$ cat src/pkg/qdac_params.svh
// Purpose: constants for the quad converter command decoder
// Assumes: 24-bit frames, four channels of 18-bit registers
// Notes: included by the package and by the property module qdac_props
`ifndef QDAC_PARAMS_SVH
`define QDAC_PARAMS_SVH
`define QDAC_CHANNELS 4
`define QDAC_REG_BITS 18
`define QDAC_FRAME_BITS 24
`define QDAC_LAST_EDGE 5'h17
`define QDAC_LD_HI 21
`define QDAC_LD_LO 20
`define QDAC_SEL_HI 18
`define QDAC_SEL_LO 17
`define QDAC_PD_FLAG 16
`define QDAC_PD_HI 15
`define QDAC_PD_LO 14
`define QDAC_LD_STORE 2'h0
`define QDAC_LD_SINGLE 2'h1
`define QDAC_LD_SIMUL 2'h2
`define QDAC_LD_BCAST 2'h3
`define QDAC_ZERO_SCALE 18'h00000
`define QDAC_MID_SCALE 18'h08000
`define QDAC_INIT_WAIT 2'h3
`endif

$ cat src/pkg/qdac_pkg.sv
// Purpose: shared types of the quad converter command decoder
// Assumes: constants come from qdac_params.svh
// Notes: power-down modes in order active, hiz, 1k, 100k
`include "qdac_params.svh"
package qdac_pkg;
	typedef logic [`QDAC_REG_BITS-1:0] qdac_word_t;
	typedef logic [`QDAC_CHANNELS-1:0][`QDAC_REG_BITS-1:0] qdac_bank_t;
	typedef enum logic [1:0] {qdac_pd_active, qdac_pd_hiz, qdac_pd_r1k, qdac_pd_r100k} qdac_pd_t;
	typedef logic [`QDAC_CHANNELS-1:0][1:0] qdac_pd_bank_t;
	typedef enum logic [1:0] {st_idle, st_shift, st_locked} qdac_state_t;
endpackage : qdac_pkg

$ cat src/pkg/qdac_chan_if.sv
// Purpose: command and state bundle between decoder and one channel
// Assumes: all signals on sys_clk
// Notes: write strobes are one-cycle pulses
`timescale 1ns/1ps
interface qdac_chan_if;
	import qdac_pkg::*;
	logic buf_wr;
	logic out_wr_new;
	logic out_wr_buf;
	logic init_go;
	qdac_word_t new_val;
	qdac_word_t init_val;
	qdac_word_t word;
	qdac_pd_t pd_mode;
	modport ctrl (output buf_wr, out_wr_new, out_wr_buf, init_go, new_val, init_val,
		input word, pd_mode);
	modport chan (input buf_wr, out_wr_new, out_wr_buf, init_go, new_val, init_val,
		output word, pd_mode);
endinterface : qdac_chan_if

$ cat src/verilog/qdac_chan.sv
// Purpose: one channel: buffer word and output word with power-down decode
// Assumes: strobes from the decoder, one clock domain
// Notes: init wins over frame writes
`timescale 1ns/1ps
module qdac_chan (
	input wire logic sys_clk_in, // 40 MHz clock
	input wire logic rst_n_in, // combined async reset
	qdac_chan_if.chan cif // decoder side
);
	import qdac_pkg::*;
	qdac_word_t buf_r;
	qdac_word_t out_r;
	qdac_word_t out_nxt;
	qdac_pd_t pd_r;
	qdac_pd_t pd_nxt;

	always_comb begin
		out_nxt = out_r;
		if (cif.init_go) begin
			out_nxt = cif.init_val;
		end else if (cif.out_wr_new) begin
			out_nxt = cif.new_val;
		end else if (cif.out_wr_buf) begin
			out_nxt = buf_r;
		end
	end

	// Mode follows the output word only, never the buffer
	always_comb begin
		case (out_nxt[`QDAC_REG_BITS-1 -: 2])
			2'h1: pd_nxt = qdac_pd_r1k;
			2'h2: pd_nxt = qdac_pd_r100k;
			2'h3: pd_nxt = qdac_pd_hiz;
			default: pd_nxt = qdac_pd_active;
		endcase
	end

	always_ff @(posedge sys_clk_in or negedge rst_n_in) begin
		if (!rst_n_in) begin
			buf_r <= `QDAC_ZERO_SCALE;
		end else if (cif.init_go) begin
			buf_r <= cif.init_val;
		end else if (cif.buf_wr) begin
			buf_r <= cif.new_val;
		end
	end

	always_ff @(posedge sys_clk_in or negedge rst_n_in) begin
		if (!rst_n_in) begin
			out_r <= `QDAC_ZERO_SCALE;
			pd_r <= qdac_pd_active;
		end else begin
			out_r <= out_nxt;
			pd_r <= pd_nxt;
		end
	end

	assign cif.word = out_r;
	assign cif.pd_mode = pd_r;
endmodule : qdac_chan

$ cat src/verilog/qdac_top.sv
// Purpose: serial frame receiver and command decoder for four channels
// Assumes: serial pins are asynchronous to sys_clk and much slower
// Notes: pins other than arst_n_in and clear_n_in pass two flip-flops before any use
`timescale 1ns/1ps
module qdac_top (
	input wire logic sys_clk_in, // 40 MHz clock
	input wire logic arst_n_in, // power-on reset, active low
	input wire logic clear_n_in, // asynchronous clear pin, active low
	input wire logic reset_level_select_in, // 0 zero-scale, 1 midscale
	input wire logic frame_sync_n_in, // frame select, active low
	input wire logic sclk_in, // serial clock pin
	input wire logic sdata_in, // serial data pin
	input wire logic async_load_strobe_in, // rising edge loads all outputs
	output qdac_pkg::qdac_bank_t ch_word_out, // output words, channel 0..3
	output qdac_pkg::qdac_pd_bank_t ch_pd_mode_out, // power-down mode per channel
	output logic frame_done_out, // pulse: complete frame decoded
	output logic frame_abort_out, // pulse: frame discarded
	output logic ready_out // reset level applied, frames accepted
);
	import qdac_pkg::*;

	// Clear acts at once, same as power-on
	logic rst_n;
	assign rst_n = arst_n_in & clear_n_in;

	// Two-stage synchronisers
	logic [4:0] meta_r;
	logic [4:0] sync_r;
	logic [4:0] pin_vec;
	assign pin_vec = {reset_level_select_in, async_load_strobe_in, sdata_in, sclk_in,
		frame_sync_n_in};

	always_ff @(posedge sys_clk_in or negedge rst_n) begin
		if (!rst_n) begin
			meta_r <= 5'h03;
			sync_r <= 5'h03;
		end else begin
			meta_r <= pin_vec;
			sync_r <= meta_r;
		end
	end

	logic fsync_s;
	logic sclk_s;
	logic sdata_s;
	logic async_load_strobe_s;
	logic reset_level_select_s;
	assign fsync_s = sync_r[0];
	assign sclk_s = sync_r[1];
	assign sdata_s = sync_r[2];
	assign async_load_strobe_s = sync_r[3];
	assign reset_level_select_s = sync_r[4];

	// Edge detection on synchronised levels
	logic fsync_d_r;
	logic sclk_d_r;
	logic async_load_strobe_d_r;

	always_ff @(posedge sys_clk_in or negedge rst_n) begin
		if (!rst_n) begin
			fsync_d_r <= 1'h1;
			sclk_d_r <= 1'h1;
			async_load_strobe_d_r <= 1'h0;
		end else begin
			fsync_d_r <= fsync_s;
			sclk_d_r <= sclk_s;
			async_load_strobe_d_r <= async_load_strobe_s;
		end
	end

	logic fsync_fall;
	logic fsync_rise;
	logic sclk_fall;
	logic async_load_strobe_rise;
	assign fsync_fall = fsync_d_r & ~fsync_s;
	assign fsync_rise = ~fsync_d_r & fsync_s;
	assign sclk_fall = sclk_d_r & ~sclk_s;
	assign async_load_strobe_rise = ~async_load_strobe_d_r & async_load_strobe_s;

	// Reset level applied a few cycles after release, once the select is settled
	logic [1:0] init_cnt_r;
	logic ready_r;
	logic init_go;
	assign init_go = (init_cnt_r == 2'h1);

	always_ff @(posedge sys_clk_in or negedge rst_n) begin
		if (!rst_n) begin
			init_cnt_r <= `QDAC_INIT_WAIT;
		end else if (init_cnt_r != 2'h0) begin
			init_cnt_r <= init_cnt_r - 2'h1;
		end
	end

	always_ff @(posedge sys_clk_in or negedge rst_n) begin
		if (!rst_n) begin
			ready_r <= 1'h0;
		end else if (init_go) begin
			ready_r <= 1'h1;
		end
	end

	qdac_word_t init_val;
	assign init_val = reset_level_select_s ? `QDAC_MID_SCALE : `QDAC_ZERO_SCALE;

	// Frame state machine
	qdac_state_t state_r;
	logic [`QDAC_FRAME_BITS-1:0] input_shift_word_r;
	logic [4:0] edge_cnt_r;
	logic last_edge;
	logic frame_fire;
	logic frame_abort;
	logic [`QDAC_FRAME_BITS-1:0] full_word;

	assign last_edge = (edge_cnt_r == `QDAC_LAST_EDGE);
	assign frame_fire = (state_r == st_shift) && !fsync_rise && sclk_fall && last_edge;
	assign frame_abort = (state_r == st_shift) && fsync_rise;
	assign full_word = {input_shift_word_r[`QDAC_FRAME_BITS-2:0], sdata_s};

	always_ff @(posedge sys_clk_in or negedge rst_n) begin
		if (!rst_n) begin
			state_r <= st_idle;
		end else begin
			case (state_r)
				st_idle: begin
					if (ready_r && fsync_fall) begin
						state_r <= st_shift;
					end
				end
				st_shift: begin
					if (fsync_rise) begin
						state_r <= st_idle;
					end else if (sclk_fall && last_edge) begin
						state_r <= st_locked;
					end
				end
				st_locked: begin
					if (fsync_fall) begin
						state_r <= st_shift;
					end
				end
				default: state_r <= st_idle;
			endcase
		end
	end

	// Shift register clears at frame start and on abort, freezes when locked
	always_ff @(posedge sys_clk_in or negedge rst_n) begin
		if (!rst_n) begin
			input_shift_word_r <= '0;
			edge_cnt_r <= 5'h00;
		end else if (fsync_fall || frame_abort) begin
			input_shift_word_r <= '0;
			edge_cnt_r <= 5'h00;
		end else if (state_r == st_shift && sclk_fall) begin
			input_shift_word_r <= full_word;
			edge_cnt_r <= edge_cnt_r + 5'h01;
		end
	end

	// Field decode; bit 19 is never looked at
	logic [1:0] ld_mode;
	logic [1:0] ch_sel;
	logic power_down_flag;
	logic bcast_write;
	qdac_word_t new_val;

	assign ld_mode = {full_word[`QDAC_LD_HI], full_word[`QDAC_LD_LO]};
	assign ch_sel = {full_word[`QDAC_SEL_HI], full_word[`QDAC_SEL_LO]};
	assign power_down_flag = full_word[`QDAC_PD_FLAG];
	assign bcast_write = full_word[`QDAC_SEL_HI];
	// Power-down code replaces data and drops bits 13:0
	assign new_val = power_down_flag ?
		{full_word[`QDAC_PD_HI], full_word[`QDAC_PD_LO], 16'h0000} :
		{2'h0, full_word[15:0]};

	// Per-channel strobes
	qdac_chan_if ch_if [`QDAC_CHANNELS] ();

	genvar gi;
	generate
		for (gi = 0; gi < `QDAC_CHANNELS; gi++) begin : g_ch
			logic hit;
			logic bw;
			logic ow_new;
			logic ow_buf;
			assign hit = (ch_sel == 2'(gi));

			always_comb begin
				bw = 1'h0;
				ow_new = 1'h0;
				ow_buf = async_load_strobe_rise;
				if (frame_fire) begin
					case (ld_mode)
						`QDAC_LD_STORE: begin
							bw = hit;
						end
						`QDAC_LD_SINGLE: begin
							bw = hit;
							ow_new = hit;
						end
						`QDAC_LD_SIMUL: begin
							bw = hit;
							ow_new = hit;
							ow_buf = 1'h1;
						end
						default: begin
							bw = bcast_write;
							ow_new = bcast_write;
							ow_buf = 1'h1;
						end
					endcase
				end
			end

			assign ch_if[gi].buf_wr = bw;
			assign ch_if[gi].out_wr_new = ow_new;
			assign ch_if[gi].out_wr_buf = ow_buf;
			assign ch_if[gi].init_go = init_go;
			assign ch_if[gi].new_val = new_val;
			assign ch_if[gi].init_val = init_val;

			qdac_chan u_chan (
				.sys_clk_in(sys_clk_in),
				.rst_n_in(rst_n),
				.cif(ch_if[gi])
			);

			assign ch_word_out[gi] = ch_if[gi].word;
			assign ch_pd_mode_out[gi] = ch_if[gi].pd_mode;
		end
	endgenerate

	// Status pulses
	logic frame_done_r;
	logic frame_abort_r;

	always_ff @(posedge sys_clk_in or negedge rst_n) begin
		if (!rst_n) begin
			frame_done_r <= 1'h0;
			frame_abort_r <= 1'h0;
		end else begin
			frame_done_r <= frame_fire;
			frame_abort_r <= frame_abort;
		end
	end

	assign frame_done_out = frame_done_r;
	assign frame_abort_out = frame_abort_r;
	assign ready_out = ready_r;
endmodule : qdac_top
$ cat config.mk
export PLATFORM = sky130hd
export DESIGN_NAME = qdac_top
export DESIGN_NICKNAME = d
export VERILOG_FILES = /design/src/pkg/qdac_pkg.sv /design/src/pkg/qdac_chan_if.sv /design/src/verilog/qdac_chan.sv /design/src/verilog/qdac_top.sv
export VERILOG_INCLUDE_DIRS = /design/src /design/src/pkg
export SDC_FILE = /design/constraint.sdc
export NUM_CORES = 1
export LEC_CHECK = 0
export BUFFER_PORTS_ARGS = -buffer_cell sky130_fd_sc_hd__buf_2
export CORE_ASPECT_RATIO = 1.75
export CORE_MARGIN = 5
export CORE_UTILIZATION = 25
export DETAILED_ROUTE_END_ITERATION = 16
export PLACE_DENSITY = 0.51
export SLEW_MARGIN = 20
export SYNTH_ARGS = -nofsm -noshare
export SYNTH_HDL_FRONTEND = slang
export SYNTH_SLANG_ARGS = --single-unit
$ cat constraint.sdc
create_clock -name sys_clk_in -period 10 [get_ports sys_clk_in]
set_clock_uncertainty 0.05 [all_clocks]
set_input_delay 1 -clock sys_clk_in [delete_from_list [all_inputs] [get_ports sys_clk_in]]
set_output_delay 1 -clock sys_clk_in [all_outputs]
set_load 0.01 [all_outputs]
## After elaboration in Yosys (flattened, before gate mapping)

Index checks and enable logic that the tools add are counted.

| cells by class | value |
|---|---|
| $add $sub $neg | 2 |
| equal/unequal tests | 24 |
| mux-type cells | 53 |
| bitwise gates (word level) | 9 |
| reductions and logical operators | 26 |

Operators with widths:

| operator | number |
|---|---|
| 18-bit two-way mux | 21 |
| 21-bit two-way mux | 2 |
| 2-bit one-hot mux with 3 select lines | 5 |
| 2-bit equality test (second input constant) | 12 |
| 2-bit by 1-bit equality test with 1-bit output (second input constant) | 8 |
| 16-bit two-way mux | 1 |
| 1-bit two-way mux | 14 |
| 2-bit nonzero test | 6 |
| 3-bit nonzero test | 4 |
| 5-bit two-way mux | 2 |
| 2-bit two-way mux | 4 |
| 1-bit one-hot mux with 2 select lines | 4 |
| 1-bit logical AND | 7 |
| 2-bit zero test | 3 |
| 5-bit by 1-bit adder with 5-bit output (second input constant) | 1 |
| 1-bit bitwise AND | 5 |
| 5-bit equality test (second input constant) | 1 |
| 2-bit != test (second input constant) | 2 |
| 1-bit inverter | 4 |
| 2-bit OR reduction | 2 |
| 3-bit by 2-bit != test with 1-bit output (second input constant) | 1 |
| 3-bit AND reduction | 1 |
| 3-bit OR reduction | 1 |
| 2-bit by 1-bit subtractor with 2-bit output (second input constant) | 1 |
| 2 further kinds | 2 |

| word-level totals | value |
|---|---|
| flip-flop bits (word level) | 198 |
| input bits | 8 |
| output and inout port bits | 83 |
| logic and storage cells | 142 |

## Logic depth before layout (Yosys ltp)

Gate-level depths: netlist of the first run.

| logic depth | value |
|---|---|
| depth in word-level cells | 12 |
| mapped depth | 12 |
| mapped depth without buffers | 10 |

## Hierarchy

From an unflattened synthesis of the first run, not the netlist that was laid out.

| second synthesis, totals | value |
|---|---|
| cell total of the unflattened synthesis | 1,011 |
| area total of the unflattened synthesis | 9,714.3 µm² |

Modules (own cells, without submodules):

| module | instances | cells an instance | area each (µm²) | seq. area each (µm²) |
|---|---|---|---|---|
| qdac_chan | 4 | 200 | 1,920.6 | 925.9 |
| qdac_top | 1 | 211 | 2,031.9 | 1,161.1 |

## Least setup slack after synthesis of the first run

OpenSTA, ideal clock, no wires.

| path | value |
|---|---|
| kind | reg-to-reg |
| start | reg edge_cnt_r[0] |
| end | reg g_ch[3].u_chan.pd_r[0] |
| setup time | 115 ps |
| data arrival time | 2,403 ps |
| required time | 9,835 ps |
| path slack | 7,432 ps |
| stages on the path, launching flop included | 11 |
| path buffers | 2 |
| period minus slack after synthesis | 2,568 ps |
| path through | dfrtp_1 -> ha_1 -> nand4b_1 -> or4b_1 -> buf_6 -> nor3_4 -> clkbuf_1 -> a211oi_1 -> ha_1 -> nor2_1 -> nor2_1 |

| between the ends | value |
|---|---|
| word-level cells in the longest chain between the ends | 8 |
| elaborated cells on any way between the ends | 11 |
| those cells by class | 4 x eq/ne; 6 x mux; 1 x reduce/logical |

Ends and longest elaborated chain:

| element | RTL line | text |
|---|---|---|
| start, declared | qdac_top.sv:108 | `logic [4:0] edge_cnt_r;` |
| start signal, assigned | qdac_top.sv:156 | `edge_cnt_r <= edge_cnt_r + 5'h01;` |
| 5-bit equality test (no source line) (*) | -- |  |
| 1-bit logical AND (*) | qdac_top.sv:115 | `assign frame_fire = (state_r == st_shift) && !fsync_rise && sclk_fall && last_edge;` |
| 1-bit two-way mux | qdac_top.sv:192 | `if (frame_fire) begin` |
| 18-bit two-way mux | qdac_chan.sv:23 | `end else if (cif.out_wr_buf) begin` |
| 18-bit two-way mux (*) | qdac_chan.sv:21 | `end else if (cif.out_wr_new) begin` |
| 18-bit two-way mux (*) | qdac_chan.sv:19 | `if (cif.init_go) begin` |
| named net g_ch[3].u_chan.out_nxt[17] | qdac_chan.sv:13 | `qdac_word_t out_nxt;` |
| 2-bit equality test or 2-bit by 1-bit equality test with 1-bit output (tied branches) | qdac_chan.sv:30 | `` case (out_nxt[`QDAC_REG_BITS-1 -: 2]) `` |
| 2-bit one-hot mux with 3 select lines (*) | qdac_chan.sv:30 |  |
| named net g_ch[3].u_chan.pd_nxt[0] | qdac_chan.sv:15 | `qdac_pd_t pd_nxt;` |
| end signal, assigned | qdac_chan.sv:51 | `pd_r <= qdac_pd_active;` |
| end signal, assigned | qdac_chan.sv:54 | `pd_r <= pd_nxt;` |
| end, declared | qdac_chan.sv:14 | `qdac_pd_t pd_r;` |

Mark *: on every way through the listed nets, which the timed path passes. The rest lies on a longest branch. The select of a mux whose other input is x is not followed.
A chain may end at the register's enable or synchronous reset.

## Worst setup path after layout of the first run

| path | value |
|---|---|
| start | reg edge_cnt_r[0] |
| end | reg g_ch[0].u_chan.pd_r[0] |

| between the ends | value |
|---|---|
| word-level cells in the longest chain between the ends | 8 |
| elaborated cells on any way between the ends | 11 |
| those cells by class | 4 x eq/ne; 6 x mux; 1 x reduce/logical |

Ends and longest elaborated chain:

| element | RTL line |
|---|---|
| 5-bit equality test (no source line) (*) | -- |
| 1-bit logical AND (*) | qdac_top.sv:115 |
| 1-bit two-way mux | qdac_top.sv:192 |
| 18-bit two-way mux | qdac_chan.sv:23 |
| 18-bit two-way mux (*) | qdac_chan.sv:21 |
| 18-bit two-way mux (*) | qdac_chan.sv:19 |
| named net g_ch[0].u_chan.out_nxt[17] | qdac_chan.sv:13 |
| 2-bit equality test or 2-bit by 1-bit equality test with 1-bit output (tied branches) | qdac_chan.sv:30 |
| 2-bit one-hot mux with 3 select lines (*) | qdac_chan.sv:30 |
| named net g_ch[0].u_chan.pd_nxt[0] | qdac_chan.sv:15 |
| end signal, assigned | qdac_chan.sv:51 |
| end signal, assigned | qdac_chan.sv:54 |
| end, declared | qdac_chan.sv:14 |

Marks and branches as above.

==> results.yml, run 1 <==
cts:
  cts.clk_slew.worst_paths_ps: 70
  cts_buffers: 17
  cts_hold_buf: 0
  cts_tree: "done"
  clkLatencyLatePin_ps: 440
  clockRootBuffer: "clkbuf_16"
  htree_levels: 4
  cts_sinks: 198
  clockBufferDepth: 2
  cts_setup_buffers: 0
  cts_resized: 0
pwr:
  p_per_area_nw_per_um2: 147
  power_frac_seq_pct: 51.3
  netSwitchingPower_uw: 353
  leakage_uw: 0.00507
  p_comb_share_pct: 2.2
  swShare_pct: 22.5
  peakVddDrop_mv: 0.0797
  p_int_uw: 1210
  pwr-share-clk_pct: 46.4
setup_path:
  worst-setup-path-type: "reg2reg"
  r2r_cells: 10
  cp-start-kind: "flip-flop"
  r2r_setup_slack_ps: 6350
  r2r-end: "g_ch[0].u_chan.cif.pd_mode[0]"
  reg2reg_from: "edge_cnt_r[0]"
  crit_path_end_kind: "flip-flop"
  required_ps: 10320
  arrival_ps: 3970
  path_max_fanout: 40
timing:
  final.setup.worst_slack_ps: 6350
  post-route-period-util_pct: 36.5
  holdWs_ps: 300
  min_period_ps: 3650
  finalHoldViolations: 0
  max_slew.worst_pin.slew_ps: 1040
  finalSetupTns_ps: 0
  setup_viol: 0
  max_slew_margin_pct: 30.4
  clock.fmax_ghz: 0.274
  finalMaxSlewViolations: 0
  grt_setup_unrepaired: "false"
final_layout:
  final_area_sq_um: 10600
  fillers: 3822
  utilization_pct: 29.0
  nets: 956
  drive_gt1_share_pct: 19.8
  area_growth_pct: 15.5
  antenna_cells: 0
logic_synthesis:
  yosys-top-cells-area: "dfrtp_1, nand2_1, a21oi_1"
  seq_area_frac_synth_pct: 53.9
  synth_top_cell_by_area: "dfrtp_1"
  synth_top_flop_cell: "dfrtp_1"
  syn_inst: 873
  synth-edff-count: 0
  synth_warnings: 0
  syn_area_sq_um: 9200
  ys_types: 47
  syn_avg_cell_area_sq_um: 10.5
  async_flop_share_pct: 100
  synth.net_count: 899
  ys_ff_latch: 198
  post-synth-top-count-cell: "dfrtp_1"
  ys_top_cells_by_count: "dfrtp_1, nand2_1, a21oi_1"
  synth_top_area_share_pct: 51.7
global_route:
  grt_pass1_vias: 6715
  grt_pass1_wl_um: 39700
  antenna_found_initial: 0
  grt_start_max_net_pins: 94
  grt_overflow_total: 0
  grt_usage_pct: 12.4
die:
  die_w_um: 155
  top_level_ports: 91
  initial_utilization_pct: 25.1
  rows: 93
  die_area_sq_um: 40900
  core_sq_um: 36700
  die_h_um: 264
placement:
  place_hpwl_um: 16800
  gp_congestion: 0.752
  port_buffers: 90
  place_area_sq_um: 10000
  pre_cts_ws_ps: 6310
hold_path:
  hold_start: "meta_r[2]"
  hold_end: "sync_r[2]"
  hold_path_depth: 0
  hp-class: "reg2reg"
detailed_routing:
  drtPass1Iterations: 5
  drc_errors: 0
  final_antenna_net_count: 0
  dr.first_iter.drc_count: 335
  wl_per_cell_um: 17.7
  via_per_inst: 4.67
  drt-total-wl_um: 25000
  vias: 6621
flow_run:
  drv_cap: 0
outcome:
  status: "completed"
[how the worst max path moves through the flow]
| stage | cells past startpoint | start | slack, ps | endpoint |
|---|---|---|---|---|
| detailed placement | 10 | edge_cnt_r[0] | 6310 | g_ch[0].u_chan.cif.pd_mode[0] |
| global placement | 10 | edge_cnt_r[0] | 6400 | g_ch[0].u_chan.cif.pd_mode[0] |
| CTS | 10 | edge_cnt_r[0] | 6290 | g_ch[0].u_chan.cif.pd_mode[0] |
| global route | 10 | edge_cnt_r[0] | 6000 | g_ch[0].u_chan.cif.pd_mode[0] |
| floorplan | 1 | clear_n_in | 2590 | async_load_strobe_d_r |
| finish | 10 | edge_cnt_r[0] | 6350 | g_ch[0].u_chan.cif.pd_mode[0] |
[per-stage QoR]
stage | std cells | power [uW]
after floorplan | 873 | 846
after global placement | 1386 | 857
after detailed placement | 1386 | 857
after CTS | 1418 | 1590
after global routing | 1418 | 1630
final | 1418 | 1570
[routing by layer]
metal | vias up | track usage, % | wire length [um]
met5 | - | 0 | 0
met4 | 0 | 4.06 | 456
met3 | 25 | 2.75 | 1110
met2 | 129 | 21.4 | 12900
met1 | 3323 | 15.3 | 10500
li1 | 3144 | - | -
[state kept, by name, indices dropped and copies added (netlist names), 2 cells and up]
signal                   flops
sync_r                       5
state_r                      2
meta_r                       5
g_ch.u_chan.buf_r           72
init_cnt_r                   2
g_ch.u_chan.cif.word        72
edge_cnt_r                   5
g_ch.u_chan.cif.pd_mode      8
input_shift_word_r          21
[power groups by stage]
stage	Combinational (uW)	Sequential, uW	Clock, uW
floorplan	26.1	820	0
finish	35.0	805	728
CTS	36.7	805	749
detailed placement	36.6	821	0
global route	40.3	805	781
global placement	36.5	821	0
[final cells by class]
type,instances,area (sq um),area share [%]
clock buffer,19,443,4.17
clock inverter,13,169,1.59
inverter,13,53.8,0.506
multi-input combinational,597,3860,36.3
sequential,198,4960,46.7
tap,475,594,5.59
timing repair buffer,103,552,5.19
[layout by cell type (no fill, tap or decap), drive strengths merged, types with 22 or more instances in the layout]
cell type and n:
a21oi 91, a211oi 22, buf 103, nand2 187, mux2i 35, o211a 30, mux2 30, nor2 57
dfrtp 190, a221oi 38
[cell families after synthesis]
kind of cell | share of synthesized area [%]
compound gates | 15.5
fa+ha+maj | 2.45
mux | 8.29
flops | 53.9
simple gates | 14.9
buf+inv | 4.45
xor+xnor | 0.476
[worst max-delay path: stages, from the launching register on]
cell and delay (ps):
dfrtp_1 390, ha_1 200, nand4b_1 130, or4b_1 840, clkinv_4 240, a21o_2 720
a221oi_1 250, a211oi_1 410, ha_1 230, nor2_1 50, nor2_1 80
Note: power is estimated with default switching activity, not from simulation.
==> inputs of run 2 (changes only) <==
==> constraint.sdc (replaced) <==
create_clock -name sys_clk_in -period 3.6 [get_ports sys_clk_in]
set_clock_uncertainty 0.05 [all_clocks]
set_input_delay 0.36 -clock sys_clk_in [delete_from_list [all_inputs] [get_ports sys_clk_in]]
set_output_delay 0.36 -clock sys_clk_in [all_outputs]
set_load 0.01 [all_outputs]
==> run 2 against run 1 <==
Compared with the run above:
- die area is the same
- total power rose to 2.6 times the previous value
- sequential power rose to 2.8 times the previous value
- core utilization up 0.24 points
- critical endpoint is now g_ch[3].u_chan.cif.word[13]
==> results.yml, run 2 (synthesized netlist as in run 1, its figures left out) <==
setup_path:
  crit_path_end_kind: "flip-flop"
  path_max_fanout: 23
  slowest_stage: "or4b_1"
  slowest_delay_ps: 510
  worst-setup-path-type: "reg2reg"
  cp-start-kind: "flip-flop"
  path_cells: "ha_1 > nand4b_1 > or4b_1 > clkinv_4 > a21oi_4 > buf_4 > mux2_1 > o211a_1"
  required_ps: 3890
  arrival_ps: 3460
final_layout:
  drive_gt1_share_pct: 20.4
  multiInputGateArea_sq_um: 3850
  area_growth_pct: 16.5
  final-seq-area_sq_um: 4960
  layout_common_cells: "dfrtp_1, nand2_1, buf_2, a21oi_1, nor2_1"
  fillers: 3815
  nets: 971
  final_common_cell: "dfrtp_1"
  antenna_cells: 0
detailed_routing:
  drt-total-wl_um: 25400
  vias: 6712
  drc_errors: 0
  drtPass1Iterations: 5
  wl_per_cell_um: 17.7
  final_antenna_net_count: 0
  via_per_inst: 4.68
  dr.first_iter.drc_count: 389
timing:
  max_slew.worst_pin.slew_ps: 815
  finalMaxSlewViolations: 0
  clock.fmax_ghz: 0.315
  holdWs_ps: 64.3
  finalHoldViolations: 0
  grt_setup_unrepaired: "false"
  finalSetupTns_ps: 0
  final.setup.worst_slack_ps: 424
  max_slew_margin_pct: 45.7
  post-route-period-util_pct: 88.2
  min_period_ps: 3180
  setup_viol: 0
pwr:
  p_comb_share_pct: 2.7
  pwr-share-clk_pct: 43.3
  leakage_uw: 0.00510
  p_int_uw: 3150
  power_frac_seq_pct: 54.1
  swShare_pct: 23.7
  peakVddDrop_mv: 0.227
  netSwitchingPower_uw: 981
  p_per_area_nw_per_um2: 386
cts:
  cts_buffers: 17
  clockRootBuffer: "clkbuf_16"
  cts_tree: "done"
  clkLatencyLatePin_ps: 440
  cts_sinks: 198
  cts.clk_slew.worst_paths_ps: 80
  clockBufferDepth: 2
  htree_levels: 4
global_route:
  grt_overflow_total: 0
  grt_pass1_wl_um: 40700
  grt_start_max_net_pins: 66
  grt_pass1_vias: 6901
  grt_usage_pct: 12.6
  antenna_found_initial: 0
outcome:
  status: "completed"
die:
  die_w_um: 155
  rows: 93
  die_h_um: 264
  top_level_ports: 91
  die_area_sq_um: 40900
  core_sq_um: 36700
  initial_utilization_pct: 25.1
hold_path:
  hp-class: "in2async"
placement:
  port_buffers: 90
  gp_congestion: 0.782
  pre_cts_ws_ps: 426
  place_hpwl_um: 17300
flow_run:
  drv_cap: 0
[run 2: final timing paths]
check / startpoint / to / slack, ps / cells after the start
setup reg to reg: edge_cnt_r[0] / g_ch[3].u_chan.cif.word[13] / 420 / 8
max in group asynchronous: arst_n_in / sync_r[4] / 2480 / 3
setup / recovery: edge_cnt_r[0] / g_ch[3].u_chan.cif.word[13] / 420 / 8
hold reg to reg: meta_r[3] / sync_r[3] / 300 / 0
hold / removal: clear_n_in / g_ch[0].u_chan.cif.word[12] / 60 / 2
min in group sys_clk_in: meta_r[3] / sync_r[3] / 300 / 0
[run 2: critical path: cells and delay by family (launching register included)]
| family | cells | cell delay (ps) |
|---|---|---|
| adders and majority gates | 1 | 240 |
| DFF | 1 | 410 |
| buffers and inverters | 2 | 680 |
| and+or+nand+nor | 2 | 630 |
| AOI/OAI and AO/OA | 2 | 700 |
| muxes | 1 | 350 |
[run 2: metal layers]
metal / wire [um] / part of all wire (%) / GRT usage [%] / vias up
li1: - / - / - / 3171
met2: 13300 / 52 / 22.1 / 127
met4: 554 / 2.2 / 4.83 / 0
met3: 985 / 3.9 / 2.18 / 31
met5: 0 / 0 / 0 / -
met1: 10500 / 41 / 15.4 / 3383
[run 2: layout make-up]
class / instances / area share (%)
clock inverters: 12 / 0.910
clock buffers: 20 / 4.07
flip-flops and latches: 198 / 46.3
well taps: 475 / 5.54
inverters: 13 / 0.502
repair buffers: 118 / 6.75
multi-input cells: 597 / 35.9
[run 2: through the flow]
step | total power [uW] | instance area [sq um] | util, % | cells
after global placement | 2390 | 10100 | 27.6 | 1396
final | 4130 | 10700 | 29.2 | 1433
after global routing | 4300 | 10700 | 29.2 | 1433
after floorplan | 2350 | 9210 | - | 873
after detailed placement | 2390 | 10100 | 27.6 | 1396
after CTS | 4200 | 10700 | 29.2 | 1433
[run 2: timing repair]
item	4_1_cts	5_1_grt
buffers inserted	0	0
hold endpoints to repair	5	0
gates resized for setup	0	0
hold buffers	5	0
[run 2: power by group through the flow]
stage / Combinational [uW] / Clock (uW) / Sequential (uW)
4_1_cts: 115 / 1850 / 2240
3_5_place_dp: 110 / 0 / 2280
6_report: 110 / 1790 / 2240
5_1_grt: 125 / 1940 / 2240
2_1_floorplan: 73.3 / 0 / 2280
3_3_place_gp: 110 / 0 / 2280
==> inputs of run 3 (changes only) <==
--- a/config.mk
+++ b/config.mk
@@ -11,6 +11,7 @@
 export CORE_MARGIN = 5
 export CORE_UTILIZATION = 25
 export DETAILED_ROUTE_END_ITERATION = 16
+export MAX_ROUTING_LAYER = met4
 export PLACE_DENSITY = 0.51
 export SLEW_MARGIN = 20
 export SYNTH_ARGS = -nofsm -noshare
==> run 3 against run 2 <==
Compared with the run above:
- design area unchanged
- highest routed layer unchanged
- first-iteration DRC count fell by 3.6%
- largest cell class unchanged
- global-route usage increased by 0.37 points
- critical path type unchanged
- non-clock buffer count unchanged
- count of clock-buffer cells in the layout unchanged
- combinational power about the same
- die area unchanged
- sequential share of layout area unchanged
==> results.yml, run 3 (synthesized netlist as in run 1, its figures left out) <==
timing:
  max_slew.worst_pin.slew_ps: 829
  post-route-period-util_pct: 87.8
  max_slew_margin_pct: 44.7
  clock.fmax_ghz: 0.316
  holdWs_ps: 61.5
  grt_setup_unrepaired: "false"
  setup_viol: 0
  finalHoldViolations: 0
  final.setup.worst_slack_ps: 440
  min_period_ps: 3160
  finalMaxSlewViolations: 0
  finalSetupTns_ps: 0
final_layout:
  final_common_cell: "dfrtp_1"
  final-seq-area_sq_um: 4960
  area_growth_pct: 16.5
  nets: 971
  utilization_pct: 29.2
  finalNonFillerCells: 1433
  drive_gt1_share_pct: 20.4
  layout_common_cells: "dfrtp_1, nand2_1, buf_2, a21oi_1, nor2_1"
  multiInputGateArea_sq_um: 3850
  antenna_cells: 0
  fillers: 3815
placement:
  gp_congestion: 0.793
  place_hpwl_um: 17300
  dp.cells: 1396
  pre_cts_ws_ps: 426
  port_buffers: 90
die:
  top_level_ports: 91
  die_w_um: 155
  rows: 93
  core_sq_um: 36700
  die_area_sq_um: 40900
  initial_utilization_pct: 25.1
  die_h_um: 264
pwr:
  p_per_area_nw_per_um2: 387
  leakage_uw: 0.00510
  peakVddDrop_mv: 0.227
detailed_routing:
  wl_met1_um: 10500
  via_per_inst: 4.67
  wl_met3_um: 967
  dr.first_iter.drc_count: 375
  vias: 6691
  wl_met2_um: 13500
  final_antenna_net_count: 0
  wl_per_cell_um: 17.8
  top_layer: "met4"
  drc_errors: 0
  drt-total-wl_um: 25400
  drtPass1Iterations: 5
global_route:
  grt_start_max_net_pins: 66
  antenna_found_initial: 0
  grt_pass1_wl_um: 40700
  grt_usage_pct: 13.0
  grt_overflow_total: 0
  grt_pass1_vias: 6888
hold_path:
  hp-class: "in2async"
setup_path:
  cp-start-kind: "flip-flop"
  crit_path_end_kind: "flip-flop"
  arrival_ps: 3450
  required_ps: 3890
  path_max_fanout: 23
  worst-setup-path-type: "reg2reg"
outcome:
  status: "completed"
cts:
  cts_tree: "done"
  cts.clk_slew.worst_paths_ps: 80
  htree_levels: 4
  clockRootBuffer: "clkbuf_16"
  clkLatencyLatePin_ps: 440
  cts_buffers: 17
  clockBufferDepth: 2
  cts_sinks: 198
flow_run:
  drv_cap: 0
run 3: cell counts in the layout (fill, tap and decap cells not counted):
No cell type changed its count.
run 3: through the flow:
stage | power [uW] | cell area, sq um
after floorplan | 2350 | 9210
after global placement | 2390 | 10100
after detailed placement | 2390 | 10100
after CTS | 4200 | 10700
after global routing | 4300 | 10700
final | 4140 | 10700
run 3: timing repair:
| action | CTS | global route |
|---|---|---|
| hold endpoints to repair | 5 | 0 |
| hold buffers | 5 | 0 |
| setup buffers | 0 | 0 |
| gates resized for setup | 0 | 0 |
run 3: critical path, cell delays in order (launching register included):
cell      delay, ps
dfrtp_1         410
ha_1            240
nand4b_1        120
or4b_1          510
clkinv_4        270
a21oi_4         500
buf_4           400
mux2_1          350
o211a_1         200
run 3: area by class of cell:
cell class,count,share of cell area [%]
flip-flops and latches,198,46.3
multi-input cells,597,35.9
repair buffers,118,6.75
well taps,475,5.54
clock buffers,20,4.07
clock inverters,12,0.910
inverters,13,0.502
run 3: final timing paths:
| check | startpoint | end | slack [ps] | cells after the start |
|---|---|---|---|---|
| min in group sys_clk_in | meta_r[3] | sync_r[3] | 300 | 0 |
| worst max-delay path | edge_cnt_r[0] | g_ch[3].u_chan.cif.word[13] | 440 | 8 |
| worst max register to register | edge_cnt_r[0] | g_ch[3].u_chan.cif.word[13] | 440 | 8 |
| worst min register to register | meta_r[3] | sync_r[3] | 300 | 0 |
| max in group asynchronous | arst_n_in | sync_r[4] | 2480 | 3 |
| worst min-delay path | clear_n_in | g_ch[0].u_chan.cif.word[12] | 60 | 2 |
run 3: per-layer routing:
metal / vias up / GRT usage [%]
met4: 0 / 4.68
met1: 3371 / 15.3
met3: 28 / 2.31
li1: 3175 / -
met5: - / -
met2: 117 / 22.2
run 3: power breakdown:
| part | total [uW] | internal, uW | switching [uW] |
|---|---|---|---|
| Clock | 1800 | 895 | 904 |
| Combinational | 110 | 25.9 | 83.9 |
| Sequential | 2240 | 2230 | 2.90 |
| Total | 4140 | 3150 | 991 |
